<file path="src/verilog/vlan_filter_defs.svh">
// Purpose: constants of the VLAN tag frame filter (offsets, fields, resets, codes)
// Assumes: included by the filter package and the filter module
// Notes:   register offsets are byte addresses of 32-bit words
`ifndef VLAN_FILTER_DEFS_SVH
`define VLAN_FILTER_DEFS_SVH

// ----------------------------------------------------------------------------
// widths
// ----------------------------------------------------------------------------
`define VF_ADDR_W        8
`define VF_DATA_W        32
`define VF_VID_CFG_W     10
`define VF_TAG_VID_W     12
`define VF_PCP_W         3
`define VF_IDX_W         5
`define VF_CNT_W         16

// ----------------------------------------------------------------------------
// register offsets
// ----------------------------------------------------------------------------
`define VF_SVC_CTRL      8'h00
`define VF_CUS_CTRL      8'h04
`define VF_STATUS        8'h08
`define VF_PASS_CNT      8'h0c
`define VF_BLOCK_CNT     8'h10

// ----------------------------------------------------------------------------
// control fields (same layout for both tags, drop-eligible bits service only)
// ----------------------------------------------------------------------------
`define VF_VID_EQ_BIT    0
`define VF_PCP_EQ_BIT    1
`define VF_DEI_EQ_BIT    2
`define VF_DEI_VAL_BIT   3
`define VF_PCP_LSB       4
`define VF_PCP_MSB       6
`define VF_VID_LSB       16
`define VF_VID_MSB       25
`define VF_ST_PASS_BIT   0
`define VF_ST_SINGLE_BIT 1
`define VF_ST_DOUBLE_BIT 2

// ----------------------------------------------------------------------------
// tag layout and frame positions
// ----------------------------------------------------------------------------
`define VF_TCI_PCP_LSB   13
`define VF_TCI_PCP_MSB   15
`define VF_TCI_DEI_BIT   12
`define VF_TCI_VID_MSB   11
`define VF_TYPE_SERVICE  16'h88a8
`define VF_TYPE_CUSTOMER 16'h8100
`define VF_TYPE_LO_IDX   5'h0d
`define VF_IDX_MAX       5'h1f

// ----------------------------------------------------------------------------
// reset values
// ----------------------------------------------------------------------------
`define VF_RST_MODE      1'h0
`define VF_RST_VID       10'h000
`define VF_RST_PCP       3'h0
`define VF_RST_CNT       16'h0000

`endif

</file>
<file path="src/verilog/vlan_filter_pkg.sv">
// Purpose: types of the VLAN tag frame filter
// Assumes: constants come from vlan_filter_defs.svh
// Notes:   the whole module state is one packed struct
`include "vlan_filter_defs.svh"

package vlan_filter_pkg;

  // --------------------------------------------------------------------------
  // parse phases of one frame
  // --------------------------------------------------------------------------
  typedef enum logic [2:0] {
    ps_hdr,
    ps_s_tci,
    ps_inner_type,
    ps_c_tci,
    ps_done
  } parse_state_t;

  // --------------------------------------------------------------------------
  // complete state of the filter
  // --------------------------------------------------------------------------
  typedef struct packed {
    parse_state_t                  ps;
    logic [`VF_IDX_W-1:0]          idx;
    logic [7:0]                    hi_byte;
    logic                          svc_seen;
    logic                          cus_seen;
    logic [`VF_PCP_W-1:0]          svc_pcp;
    logic                          svc_dei;
    logic [`VF_TAG_VID_W-1:0]      svc_vid;
    logic [`VF_PCP_W-1:0]          cus_pcp;
    logic [`VF_TAG_VID_W-1:0]      cus_vid;
    logic                          svc_vid_eq;
    logic [`VF_VID_CFG_W-1:0]      svc_vid_cfg;
    logic                          svc_pcp_eq;
    logic [`VF_PCP_W-1:0]          svc_pcp_cfg;
    logic                          svc_dei_eq;
    logic                          svc_dei_cfg;
    logic                          cus_vid_eq;
    logic [`VF_VID_CFG_W-1:0]      cus_vid_cfg;
    logic                          cus_pcp_eq;
    logic [`VF_PCP_W-1:0]          cus_pcp_cfg;
    logic [`VF_DATA_W-1:0]         rd_data;
    logic                          verdict_valid;
    logic                          verdict_pass;
    logic                          last_pass;
    logic                          last_single;
    logic                          last_double;
    logic [`VF_CNT_W-1:0]          pass_cnt;
    logic [`VF_CNT_W-1:0]          block_cnt;
  } state_t;

endpackage

</file>
<file path="src/verilog/vlan_tag_frame_filter.sv">
// Purpose: decide per received frame whether it passes the VLAN tag filter
// Assumes: byte stream and register port come from logic on the same clock
// Notes:   verdict is a one-cycle pulse in the cycle after the last byte
//
// How it works
// - frames with one tag and frames with a service tag followed by a customer tag are both parsed.
// - each tag is taken as a sixteen-bit word carrying priority, drop-eligible bit and identifier.
// - a criterion left at Ignore never selects a frame, so all-Ignore blocks every frame.
// - an identifier criterion at Equal to passes only frames whose identifier equals the setting.
// - the configured identifier is stored as ten bits.
// - service and customer identifier matching have separate, independent settings.
// - a lone tag is the customer tag; customer settings are matched against it and any service criterion at Equal to blocks it.
// - priority matching has Ignore and Equal to modes against a three-bit setting.
// - service and customer priority have separate settings; a lone tag uses the customer ones.
// - drop-eligible matching has Ignore and Equal to modes against the service tag bit.
// - the drop-eligible setting is one bit compared with the one-bit tag field.
// - drop-eligible matching exists for the service tag only, never for the customer tag.
//
// Our own choices: the register offsets and the address-and-strobe port.
`timescale 1ns/100ps
`include "vlan_filter_defs.svh"

module vlan_tag_frame_filter (
  // clock and reset
  input  wire logic                    clock,
  input  wire logic                    rst,
  // received byte stream
  input  wire logic                    rx_valid,
  input  wire logic                    rx_sof,
  input  wire logic                    rx_eof,
  input  wire logic [7:0]              rx_data,
  // register port
  input  wire logic [`VF_ADDR_W-1:0]   reg_addr,
  input  wire logic [`VF_DATA_W-1:0]   reg_wdata,
  input  wire logic                    reg_wr,
  input  wire logic                    reg_rd,
  output logic      [`VF_DATA_W-1:0]   reg_rdata,
  // verdict
  output logic                         frame_done,
  output logic                         frame_pass
);

  vlan_filter_pkg::state_t      st_ff;
  vlan_filter_pkg::state_t      nxt_st;
  vlan_filter_pkg::parse_state_t ps_in;
  logic [`VF_IDX_W-1:0]         cur_idx;
  logic [15:0]                  word;
  logic                         any_eq;
  logic                         all_ok;
  logic                         verdict;

  // --------------------------------------------------------------------------
  // next state
  // --------------------------------------------------------------------------
  always_comb begin
    nxt_st               = st_ff;
    nxt_st.verdict_valid = 1'h0;
    nxt_st.rd_data       = '0;
    ps_in                = rx_sof ? vlan_filter_pkg::ps_hdr : st_ff.ps;
    cur_idx              = rx_sof ? '0 : st_ff.idx;
    word                 = {st_ff.hi_byte, rx_data};
    any_eq               = 1'h0;
    all_ok               = 1'h1;
    verdict              = 1'h0;

    // register writes
    if (reg_wr) begin
      case (reg_addr)
        `VF_SVC_CTRL: begin
          nxt_st.svc_vid_eq  = reg_wdata[`VF_VID_EQ_BIT];
          nxt_st.svc_pcp_eq  = reg_wdata[`VF_PCP_EQ_BIT];
          nxt_st.svc_dei_eq  = reg_wdata[`VF_DEI_EQ_BIT];
          nxt_st.svc_dei_cfg = reg_wdata[`VF_DEI_VAL_BIT];
          nxt_st.svc_pcp_cfg = reg_wdata[`VF_PCP_MSB:`VF_PCP_LSB];
          nxt_st.svc_vid_cfg = reg_wdata[`VF_VID_MSB:`VF_VID_LSB];
        end
        `VF_CUS_CTRL: begin
          // no drop-eligible fields here
          nxt_st.cus_vid_eq  = reg_wdata[`VF_VID_EQ_BIT];
          nxt_st.cus_pcp_eq  = reg_wdata[`VF_PCP_EQ_BIT];
          nxt_st.cus_pcp_cfg = reg_wdata[`VF_PCP_MSB:`VF_PCP_LSB];
          nxt_st.cus_vid_cfg = reg_wdata[`VF_VID_MSB:`VF_VID_LSB];
        end
        default: begin
        end
      endcase
    end

    // register reads, answered in the next cycle only
    if (reg_rd) begin
      case (reg_addr)
        `VF_SVC_CTRL: begin
          nxt_st.rd_data[`VF_VID_EQ_BIT]           = st_ff.svc_vid_eq;
          nxt_st.rd_data[`VF_PCP_EQ_BIT]           = st_ff.svc_pcp_eq;
          nxt_st.rd_data[`VF_DEI_EQ_BIT]           = st_ff.svc_dei_eq;
          nxt_st.rd_data[`VF_DEI_VAL_BIT]          = st_ff.svc_dei_cfg;
          nxt_st.rd_data[`VF_PCP_MSB:`VF_PCP_LSB]  = st_ff.svc_pcp_cfg;
          nxt_st.rd_data[`VF_VID_MSB:`VF_VID_LSB]  = st_ff.svc_vid_cfg;
        end
        `VF_CUS_CTRL: begin
          nxt_st.rd_data[`VF_VID_EQ_BIT]           = st_ff.cus_vid_eq;
          nxt_st.rd_data[`VF_PCP_EQ_BIT]           = st_ff.cus_pcp_eq;
          nxt_st.rd_data[`VF_PCP_MSB:`VF_PCP_LSB]  = st_ff.cus_pcp_cfg;
          nxt_st.rd_data[`VF_VID_MSB:`VF_VID_LSB]  = st_ff.cus_vid_cfg;
        end
        `VF_STATUS: begin
          nxt_st.rd_data[`VF_ST_PASS_BIT]          = st_ff.last_pass;
          nxt_st.rd_data[`VF_ST_SINGLE_BIT]        = st_ff.last_single;
          nxt_st.rd_data[`VF_ST_DOUBLE_BIT]        = st_ff.last_double;
        end
        `VF_PASS_CNT: begin
          nxt_st.rd_data[`VF_CNT_W-1:0]            = st_ff.pass_cnt;
        end
        `VF_BLOCK_CNT: begin
          nxt_st.rd_data[`VF_CNT_W-1:0]            = st_ff.block_cnt;
        end
        default: begin
          nxt_st.rd_data = '0;
        end
      endcase
    end

    // frame parsing, one byte per valid cycle
    if (rx_valid) begin
      if (rx_sof) begin
        nxt_st.svc_seen = 1'h0;
        nxt_st.cus_seen = 1'h0;
      end
      nxt_st.ps  = ps_in;
      nxt_st.idx = (cur_idx == `VF_IDX_MAX) ? cur_idx : cur_idx + 5'h01;
      // tag words and type words start on even byte positions
      if (!cur_idx[0]) begin
        nxt_st.hi_byte = rx_data;
      end
      case (ps_in)
        vlan_filter_pkg::ps_hdr: begin
          if (cur_idx == `VF_TYPE_LO_IDX) begin
            if (word == `VF_TYPE_SERVICE) begin
              nxt_st.ps = vlan_filter_pkg::ps_s_tci;
            end else if (word == `VF_TYPE_CUSTOMER) begin
              nxt_st.ps = vlan_filter_pkg::ps_c_tci;
            end else begin
              nxt_st.ps = vlan_filter_pkg::ps_done;
            end
          end
        end
        vlan_filter_pkg::ps_s_tci: begin
          if (cur_idx[0]) begin
            nxt_st.svc_pcp  = word[`VF_TCI_PCP_MSB:`VF_TCI_PCP_LSB];
            nxt_st.svc_dei  = word[`VF_TCI_DEI_BIT];
            nxt_st.svc_vid  = word[`VF_TCI_VID_MSB:0];
            nxt_st.svc_seen = 1'h1;
            nxt_st.ps       = vlan_filter_pkg::ps_inner_type;
          end
        end
        vlan_filter_pkg::ps_inner_type: begin
          if (cur_idx[0]) begin
            nxt_st.ps = (word == `VF_TYPE_CUSTOMER) ? vlan_filter_pkg::ps_c_tci
                                                    : vlan_filter_pkg::ps_done;
          end
        end
        vlan_filter_pkg::ps_c_tci: begin
          if (cur_idx[0]) begin
            nxt_st.cus_pcp  = word[`VF_TCI_PCP_MSB:`VF_TCI_PCP_LSB];
            nxt_st.cus_vid  = word[`VF_TCI_VID_MSB:0];
            nxt_st.cus_seen = 1'h1;
            nxt_st.ps       = vlan_filter_pkg::ps_done;
          end
        end
        default: begin
          nxt_st.ps = vlan_filter_pkg::ps_done;
        end
      endcase

      // verdict on the last byte; a field missing from the frame never matches
      if (rx_eof) begin
        any_eq = st_ff.svc_vid_eq | st_ff.svc_pcp_eq | st_ff.svc_dei_eq
               | st_ff.cus_vid_eq | st_ff.cus_pcp_eq;
        if (st_ff.svc_vid_eq && !(nxt_st.svc_seen && nxt_st.cus_seen &&
            nxt_st.svc_vid == {2'h0, st_ff.svc_vid_cfg})) begin
          all_ok = 1'h0;
        end
        if (st_ff.svc_pcp_eq && !(nxt_st.svc_seen && nxt_st.cus_seen &&
            nxt_st.svc_pcp == st_ff.svc_pcp_cfg)) begin
          all_ok = 1'h0;
        end
        if (st_ff.svc_dei_eq && !(nxt_st.svc_seen && nxt_st.cus_seen &&
            nxt_st.svc_dei == st_ff.svc_dei_cfg)) begin
          all_ok = 1'h0;
        end
        if (st_ff.cus_vid_eq && !(nxt_st.cus_seen &&
            nxt_st.cus_vid == {2'h0, st_ff.cus_vid_cfg})) begin
          all_ok = 1'h0;
        end
        if (st_ff.cus_pcp_eq && !(nxt_st.cus_seen &&
            nxt_st.cus_pcp == st_ff.cus_pcp_cfg)) begin
          all_ok = 1'h0;
        end
        verdict              = any_eq & all_ok;
        nxt_st.verdict_valid = 1'h1;
        nxt_st.verdict_pass  = verdict;
        nxt_st.last_pass     = verdict;
        nxt_st.last_double   = nxt_st.svc_seen & nxt_st.cus_seen;
        nxt_st.last_single   = nxt_st.cus_seen & !nxt_st.svc_seen;
        if (verdict) begin
          nxt_st.pass_cnt = st_ff.pass_cnt + `VF_CNT_W'(1);
        end else begin
          nxt_st.block_cnt = st_ff.block_cnt + `VF_CNT_W'(1);
        end
      end
    end
  end

  // --------------------------------------------------------------------------
  // state register
  // --------------------------------------------------------------------------
  always_ff @(posedge clock) begin
    if (rst) begin
      st_ff             <= '0;
      st_ff.ps          <= vlan_filter_pkg::ps_done;
      st_ff.svc_vid_eq  <= `VF_RST_MODE;
      st_ff.svc_pcp_eq  <= `VF_RST_MODE;
      st_ff.svc_dei_eq  <= `VF_RST_MODE;
      st_ff.cus_vid_eq  <= `VF_RST_MODE;
      st_ff.cus_pcp_eq  <= `VF_RST_MODE;
      st_ff.svc_vid_cfg <= `VF_RST_VID;
      st_ff.cus_vid_cfg <= `VF_RST_VID;
      st_ff.svc_pcp_cfg <= `VF_RST_PCP;
      st_ff.cus_pcp_cfg <= `VF_RST_PCP;
      st_ff.pass_cnt    <= `VF_RST_CNT;
      st_ff.block_cnt   <= `VF_RST_CNT;
    end else begin
      st_ff <= nxt_st;
    end
  end

  assign reg_rdata  = st_ff.rd_data;
  assign frame_done = st_ff.verdict_valid;
  assign frame_pass = st_ff.verdict_pass;
endmodule // vlan_tag_frame_filter

</file>
<file path="config.mk">
export PLATFORM = sky130hd
export DESIGN_NAME = vlan_tag_frame_filter
export DESIGN_NICKNAME = d
export VERILOG_FILES = /design/src/verilog/vlan_filter_pkg.sv /design/src/verilog/vlan_tag_frame_filter.sv
export VERILOG_INCLUDE_DIRS = /design/src /design/src/verilog
export SDC_FILE = /design/constraint.sdc
export NUM_CORES = 1
export LEC_CHECK = 0
export BUFFER_PORTS_ARGS = -buffer_cell sky130_fd_sc_hd__buf_2
export CAP_MARGIN = 20
export CORE_MARGIN = 3
export CORE_UTILIZATION = 35
export CTS_CLUSTER_DIAMETER = 60
export DETAILED_ROUTE_END_ITERATION = 6
export PLACE_DENSITY = 0.55
export SYNTH_ARGS = -nofsm -noshare
export SYNTH_HDL_FRONTEND = slang
export SYNTH_SLANG_ARGS = --single-unit
</file>
<file path="constraint.sdc">
create_clock -name clock -period 4.15 [get_ports clock]
set_input_delay 0 -clock clock [delete_from_list [all_inputs] [get_ports clock]]
set_output_delay 0 -clock clock [all_outputs]
set_load 0.02 [all_outputs]
</file>
# Word level (Yosys, flattened, before mapping)
# Index checks and enable logic that the tools add are counted.
# W data, S select, Z words.
[op_classes]
add_sub_neg = 3
n_eq_ne = 16
muxes = 39
n_bitwise = 11
reduce_logical = 27
[op_table]
columns = ["op", "n"]
rows = [
  ["$mux W16", 5],
  ["$mux W15", 3],
  ["$mux W37", 1],
  ["$add A16 B1 Y16 const B", 2],
  ["$eq A16 B16 Y1 const B", 2],
  ["$eq A12 B10 Y1", 2],
  ["$pmux W3 S4", 2],
  ["$mux W3", 7],
  ["$pmux W10 S2", 1],
  ["$pmux W9 S2", 1],
  ["$eq A8 B4 Y1 const B", 2],
  ["$mux W1", 13],
  ["$logic_and A1 B1 Y1", 11],
  ["$mux W5", 2],
  ["$pmux W2 S5", 1],
  ["$eq A8 B3 Y1 const B", 1],
  ["$eq A8 B5 Y1 const B", 1],
  ["$logic_not A8 Y1", 1],
  ["$reduce_and A2 Y1", 4],
  ["$eq A3 B2 Y1 const B", 2],
  ["$eq A3 B3 Y1", 2],
  ["$logic_not A1 Y1", 6],
  ["$reduce_and A3 Y1", 2],
  ["$add A5 B1 Y5 const B", 1],
  ["12 further kinds", 21],
]
[word_totals]
register_bits = 149
in_bits = 55
out_inout_bits = 34

# Longest topological paths before layout
[logic_depth]
depth_word = 18
ltp_mapped = 14
ltp_nobuf = 9

# Worst setup path after synthesis
# No wires, ideal clock.
[synth_path]
path_kind = "register -> register"
from = "reg st_ff[147] in the netlist's numbering"
to = "reg st_ff[10] in the netlist's numbering"
arrival_time_ns = 2.907
required_ns = 4.029
setup_slack_ns = 1.122
path_stages_with_launch = 13
path_buffers = 3
synth_period_minus_slack_ns = 3.028
cell_sequence = "dfxtp_1 -> buf_2 -> nand4bb_4 -> buf_2 -> o21ai_1 -> a21oi_1 -> a2111o_1 -> or4_1 -> a221oi_2 -> buf_2 -> a21oi_1 -> nand4_1 -> mux2_2"
[synth_via]
elab_chain_len = 18
[synth_rtl]
columns = ["item", "line_no", "source"]
rows = [
  ["start, declared", "vlan_tag_frame_filter.sv:43", "vlan_filter_pkg::state_t st_ff;"],
  ["start signal, assigned", "vlan_tag_frame_filter.sv:233", "st_ff <= nxt_st;"],
  ["$mux W3 *", "vlan_tag_frame_filter.sv:59", "ps_in = rx_sof ? vlan_filter_pkg::ps_hdr : st_ff.ps;"],
  ["$eq A3 B1 Y1 or $eq A3 B2 Y1 (tied branches)", "vlan_tag_frame_filter.sv:135", "case (ps_in)"],
  ["$mux W16 or $mux W1 (tied branches)", "vlan_tag_frame_filter.sv:135", ""],
  ["$mux W16 or $mux W1 (tied branches)", "vlan_tag_frame_filter.sv:124", "if (rx_valid) begin"],
  ["$eq A12 B10 Y1 or $logic_and A1 B1 Y1 (tied branches)", "-", ""],
  ["$logic_and A1 B1 Y1", "vlan_tag_frame_filter.sv:179", "if (st_ff.svc_vid_eq && !(nxt_st.svc_seen && nxt_st.cus_seen &&"],
  ["$logic_not A1 Y1", "vlan_tag_frame_filter.sv:179", ""],
  ["$logic_and A1 B1 Y1", "vlan_tag_frame_filter.sv:179", ""],
  ["[... 2 more ...]", "-", ""],
  ["$mux W1", "vlan_tag_frame_filter.sv:187", "if (st_ff.svc_dei_eq && !(nxt_st.svc_seen && nxt_st.cus_seen &&"],
  ["$mux W1", "vlan_tag_frame_filter.sv:191", "if (st_ff.cus_vid_eq && !(nxt_st.cus_seen &&"],
  ["$mux W1 *", "vlan_tag_frame_filter.sv:195", "if (st_ff.cus_pcp_eq && !(nxt_st.cus_seen &&"],
  ["$mux W1 *", "vlan_tag_frame_filter.sv:176", "if (rx_eof) begin"],
  ["$mux W1 *", "vlan_tag_frame_filter.sv:124", ""],
  ["$and A1 B1 Y1 *", "vlan_tag_frame_filter.sv:199", "verdict = any_eq & all_ok;"],
  ["$not A1 Y1 (no source line) *", "-", ""],
  ["$reduce_and A3 Y1 (no source line) *", "-", ""],
]
# Mark *: on every way between the ends. The rest lies on a longest branch, timed or not. The select of a mux whose other input is x is not followed.
# A chain may end at the register's enable or synchronous reset.

# Final worst setup path
[layout_path]
from = "reg st_ff[142] in the netlist's numbering"
to = "reg st_ff[10] in the netlist's numbering"
[layout_via]
elab_chain_len = 18
[layout_rtl]
columns = ["item", "line_no", "source"]
rows = [
  ["$mux W5 *", "vlan_tag_frame_filter.sv:60", "cur_idx = rx_sof ? '0 : st_ff.idx;"],
  ["$mux W16 (tied with other cells)", "vlan_tag_frame_filter.sv:148", "if (cur_idx[0]) begin"],
  ["$mux W16 or $mux W1 (tied branches)", "vlan_tag_frame_filter.sv:135", ""],
  ["$mux W16 or $mux W1 (tied branches)", "vlan_tag_frame_filter.sv:124", ""],
  ["$eq A12 B10 Y1 or $logic_and A1 B1 Y1 (tied branches)", "-", ""],
  ["$logic_and A1 B1 Y1", "vlan_tag_frame_filter.sv:179", ""],
  ["$logic_not A1 Y1", "vlan_tag_frame_filter.sv:179", ""],
  ["$logic_and A1 B1 Y1", "vlan_tag_frame_filter.sv:179", ""],
  ["[... 2 more ...]", "-", ""],
  ["$mux W1", "vlan_tag_frame_filter.sv:187", ""],
  ["$mux W1", "vlan_tag_frame_filter.sv:191", ""],
  ["$mux W1 *", "vlan_tag_frame_filter.sv:195", ""],
  ["$mux W1 *", "vlan_tag_frame_filter.sv:176", ""],
  ["$mux W1 *", "vlan_tag_frame_filter.sv:124", ""],
  ["$and A1 B1 Y1 *", "vlan_tag_frame_filter.sv:199", ""],
  ["$not A1 Y1 (no source line) *", "-", ""],
  ["$reduce_and A3 Y1 (no source line) *", "-", ""],
]
# Marked as above.

==> results.json <==
{
  "min_period_ns": 3.74,
  "areaGrowthSynthToFinish_pct": 17.0,
  "clk_pin_slew_ns": 0.06,
  "yosys.area.top_type": "dfxtp_1",
  "ys_warn_count": 0,
  "core_sq_mm": 0.0197,
  "max_freq_mhz": 267,
  "synth_flop_cell": "dfxtp_1",
  "grt_usage_pct": 18.1,
  "clock_path_buffers": 2,
  "crit_chain": "nand4bb_4 -> nor2_1 -> buf_4 -> mux2i_1 -> xnor2_1 -> o32a_1 -> nor2_1 -> a21oi_1 -> nand4_1 -> mux2_2",
  "status": "finished clean",
  "avgSynthCellArea_sq_um": 7.95,
  "power_density_mw_per_mm2": 377,
  "wirelength_mm": 19.8,
  "first_iter_violations": 522,
  "grt_max_degree": 71,
  "firstDrtPassIters": 6,
  "crit_top_cell": "nor2_1",
  "synth_cell_types": 71,
  "grt_setup_unrepaired": "false",
  "routedWlPerCell_um": 16.3,
  "setup_tns_ns": 0,
  "viasPerCell": 5.26,
  "seq_area_sq_mm": 0.00286,
  "ioPinCount": 89,
  "nets": 996,
  "vias": 6387,
  "crit_buf_inv": 1,
  "setup-violations-final": 0,
  "fin_util_pct": 42.1,
  "drc_errors": 0,
  "io_buffer_count": 67,
  "arrival_ns": 4.05,
  "worstPathRequired_ns": 4.46,
  "async_reset_ff_share_pct": 0,
  "critPathTopFamily": "simple AND/OR/NAND/NOR gates",
  "clk_latency_ns": 0.42,
  "slew_violations": 0,
  "critPathKind": "flop to flop",
  "cts_tree": "yes",
  "die_w_um": 148,
  "r2r_slack_ns": 0.41,
  "fp.dieArea_sq_mm": 0.0220,
  "layout-drive-gt1-share_pct": 14.6,
  "cp_slowest_cell": "dfxtp_1",
  "cts-htree-levels": 4,
  "cts_sinks": 143,
  "postRouteAntennaNets": 0,
  "critPathMaxStageDelay_ns": 0.61,
  "start_util_pct": 36.0,
  "grt_overflow": 0,
  "dpl.hpwl_mm": 13.6,
  "synth_cells": 890,
  "relSlewSlack_pct": 35.9,
  "fin_crit_sh_pct": 90.1,
  "post-cts-setup-buffers": 0,
  "syn_area_sq_mm": 0.00708,
  "clockRootBuffer": "clkbuf_16",
  "timing.max_cap.violations": 0,
  "synth.area.top_cells": "dfxtp_1 (40%), nand2_1 (7.8%), a21oi_1 (7.4%)",
  "antenna_found_initial": 0,
  "p_leak_nw": 2.96,
  "grt_pass1_vias": 5815,
  "grt_pass1_wl_mm": 32.0,
  "multi_input_comb_area_sq_mm": 0.00362,
  "start_kind": "flop",
  "hold_violations": 0,
  "fill_cells": 2066,
  "hold_class": "input port to flop",
  "globalplace.congestion": 0.852,
  "yosys_register_bits": 143,
  "yosysTopAreaCellShare_pct": 40.4,
  "antennaDiodeCount": 0,
  "ir_drop_v": 0.000199,
  "finalClockSkew_ns": 0.0102,
  "die_y_um": 148,
  "crit_path_end_kind": "flop",
  "cts_buffers": 17,
  "num_rows": 51,
  "seq_area_frac_synth_pct": 40.4,
  "cp_max_fo": 12,
  "synth_edf_count": 0,
  "worst_pin_slew_ns": 0.960
}
-- layer usage --
| layer | vias to the layer above | share of wire [%] | track usage (%) |
|---|---|---|---|
| met1 | 3017 | 52 | 27.4 |
| met3 | 10 | 5.2 | 3.93 |
| met4 | 0 | 0.84 | 4.53 |
| li1 | 3198 | - | - |
| met2 | 162 | 42 | 26.2 |
| met5 | - | 0 | 0 |
-- layout make-up --
class | instances | share of cell area [%]
clock inverter | 12 | 1.93
multi-input combinational | 625 | 43.7
tap | 265 | 4.00
clock buffer | 19 | 5.35
timing repair buffer | 109 | 8.64
inverter | 41 | 1.86
sequential | 143 | 34.6
-- Yosys cell counts, types with 7 or more instances --
master and instances:
nand2_1 147, dfxtp_1 143, a21oi_1 105, nor2_1 52
nand3_1 48, clkbuf_1 41, inv_1 41, buf_4 33
a22oi_1 16, nor3_1 15, nand2b_1 14, xnor2_1 14
and3_1 13, mux2_2 13, o21ai_0 13, a211oi_1 12
nand4_1 11, a22o_1 10, nor2b_1 9, nor4_1 9
buf_2 8, mux2i_1 8, or4_1 8, a21o_1 7
a222oi_1 7, o31ai_1 7
-- flip-flops by register name (all words and copies together), names as in the netlist --
register    cells
frame_done      1
st_ff         116
reg_rdata      26
-- logic make-up after synthesis --
family | count (synthesis) | share of synthesized area, %
simple gates | 353 | 24.0
compound gates | 224 | 20.8
flops | 143 | 40.4
buf+inv | 127 | 8.75
mux | 21 | 3.20
xor+xnor | 17 | 2.10
fa+ha+maj | 4 | 0.707
other cells | 1 | 0.0530
-- worst reg2reg max path: cells and delay by family, from the launching register on --
kind	cells	cell delay, ns
xor gates and xnor gates	1	0.09
muxes	2	0.60
buffers and inverters	1	0.23
and+or+nand+nor	4	1.41
AOI/OAI and AO/OA	2	0.69
DFF	1	0.61
-- where the power goes --
part / switching, W / total [W] / internal [W] / leakage, nW
clock network: 0.000609 / 0.00157 / 0.000963 / 0.294
registers: 0.0000179 / 0.00140 / 0.00138 / 1.15
logic: 0.0000928 / 0.000150 / 0.0000568 / 1.51
-- cells in the final DEF (no fill, tap or decap), types with 5 or more instances in the layout --
| cell type | count |
|---|---|
| a211oi_1 | 12 |
| a21o_1 | 7 |
| a21oi_1 | 105 |
| a221oi_1 | 5 |
| a222oi_1 | 7 |
| a22o_1 | 10 |
| a22oi_1 | 16 |
| and3_1 | 13 |
| buf_2 | 66 |
| buf_4 | 18 |
| clkbuf_16 | 17 |
| conb_1 | 6 |
| dfxtp_1 | 143 |
| dlygate4sd3_1 | 25 |
| inv_1 | 41 |
| mux2_2 | 13 |
| mux2i_1 | 8 |
| nand2_1 | 147 |
| nand2b_1 | 14 |
| nand3_1 | 48 |
| nand4_1 | 11 |
| nor2_1 | 52 |
| nor2b_1 | 9 |
| nor3_1 | 15 |
| nor4_1 | 9 |
| o21ai_0 | 13 |
| o221ai_1 | 5 |
| o22ai_1 | 5 |
| o31ai_1 | 7 |
| or4_1 | 8 |
| xnor2_1 | 14 |
-- final timing paths --
| kind | cells after the start | to | startpoint |
|---|---|---|---|
| hold / removal | 2 | st_ff[146] | rx_sof |
| hold reg to reg | 2 | st_ff[112] | st_ff[112] |
| setup reg to reg | 10 | st_ff[10] | st_ff[142] |
| setup / recovery | 10 | st_ff[10] | st_ff[142] |
-- per-stage QoR --
stage	hold WS (ns)	instances	worst slack (ns)	area (sq um)	power [W]
after floorplan	0.136	895	1.12	7100	0.00151
after global placement	0.258	1157	0.462	7420	0.00156
after detailed placement	0.260	1157	0.443	7420	0.00156
after CTS	0.00824	1213	0.402	8280	0.00316
after global routing	0.0308	1214	0.101	8280	0.00323
final	0.0224	1214	0.411	8280	0.00312
-- repair_timing --
item | 4_1_cts | 5_1_grt
endpoints found under the setup margin | 0 | 0
endpoints found under the hold margin | 56 | 0
hold buffers | 25 | 0
resized for setup | 0 | 0
Power figures use the tool's default switching activity.
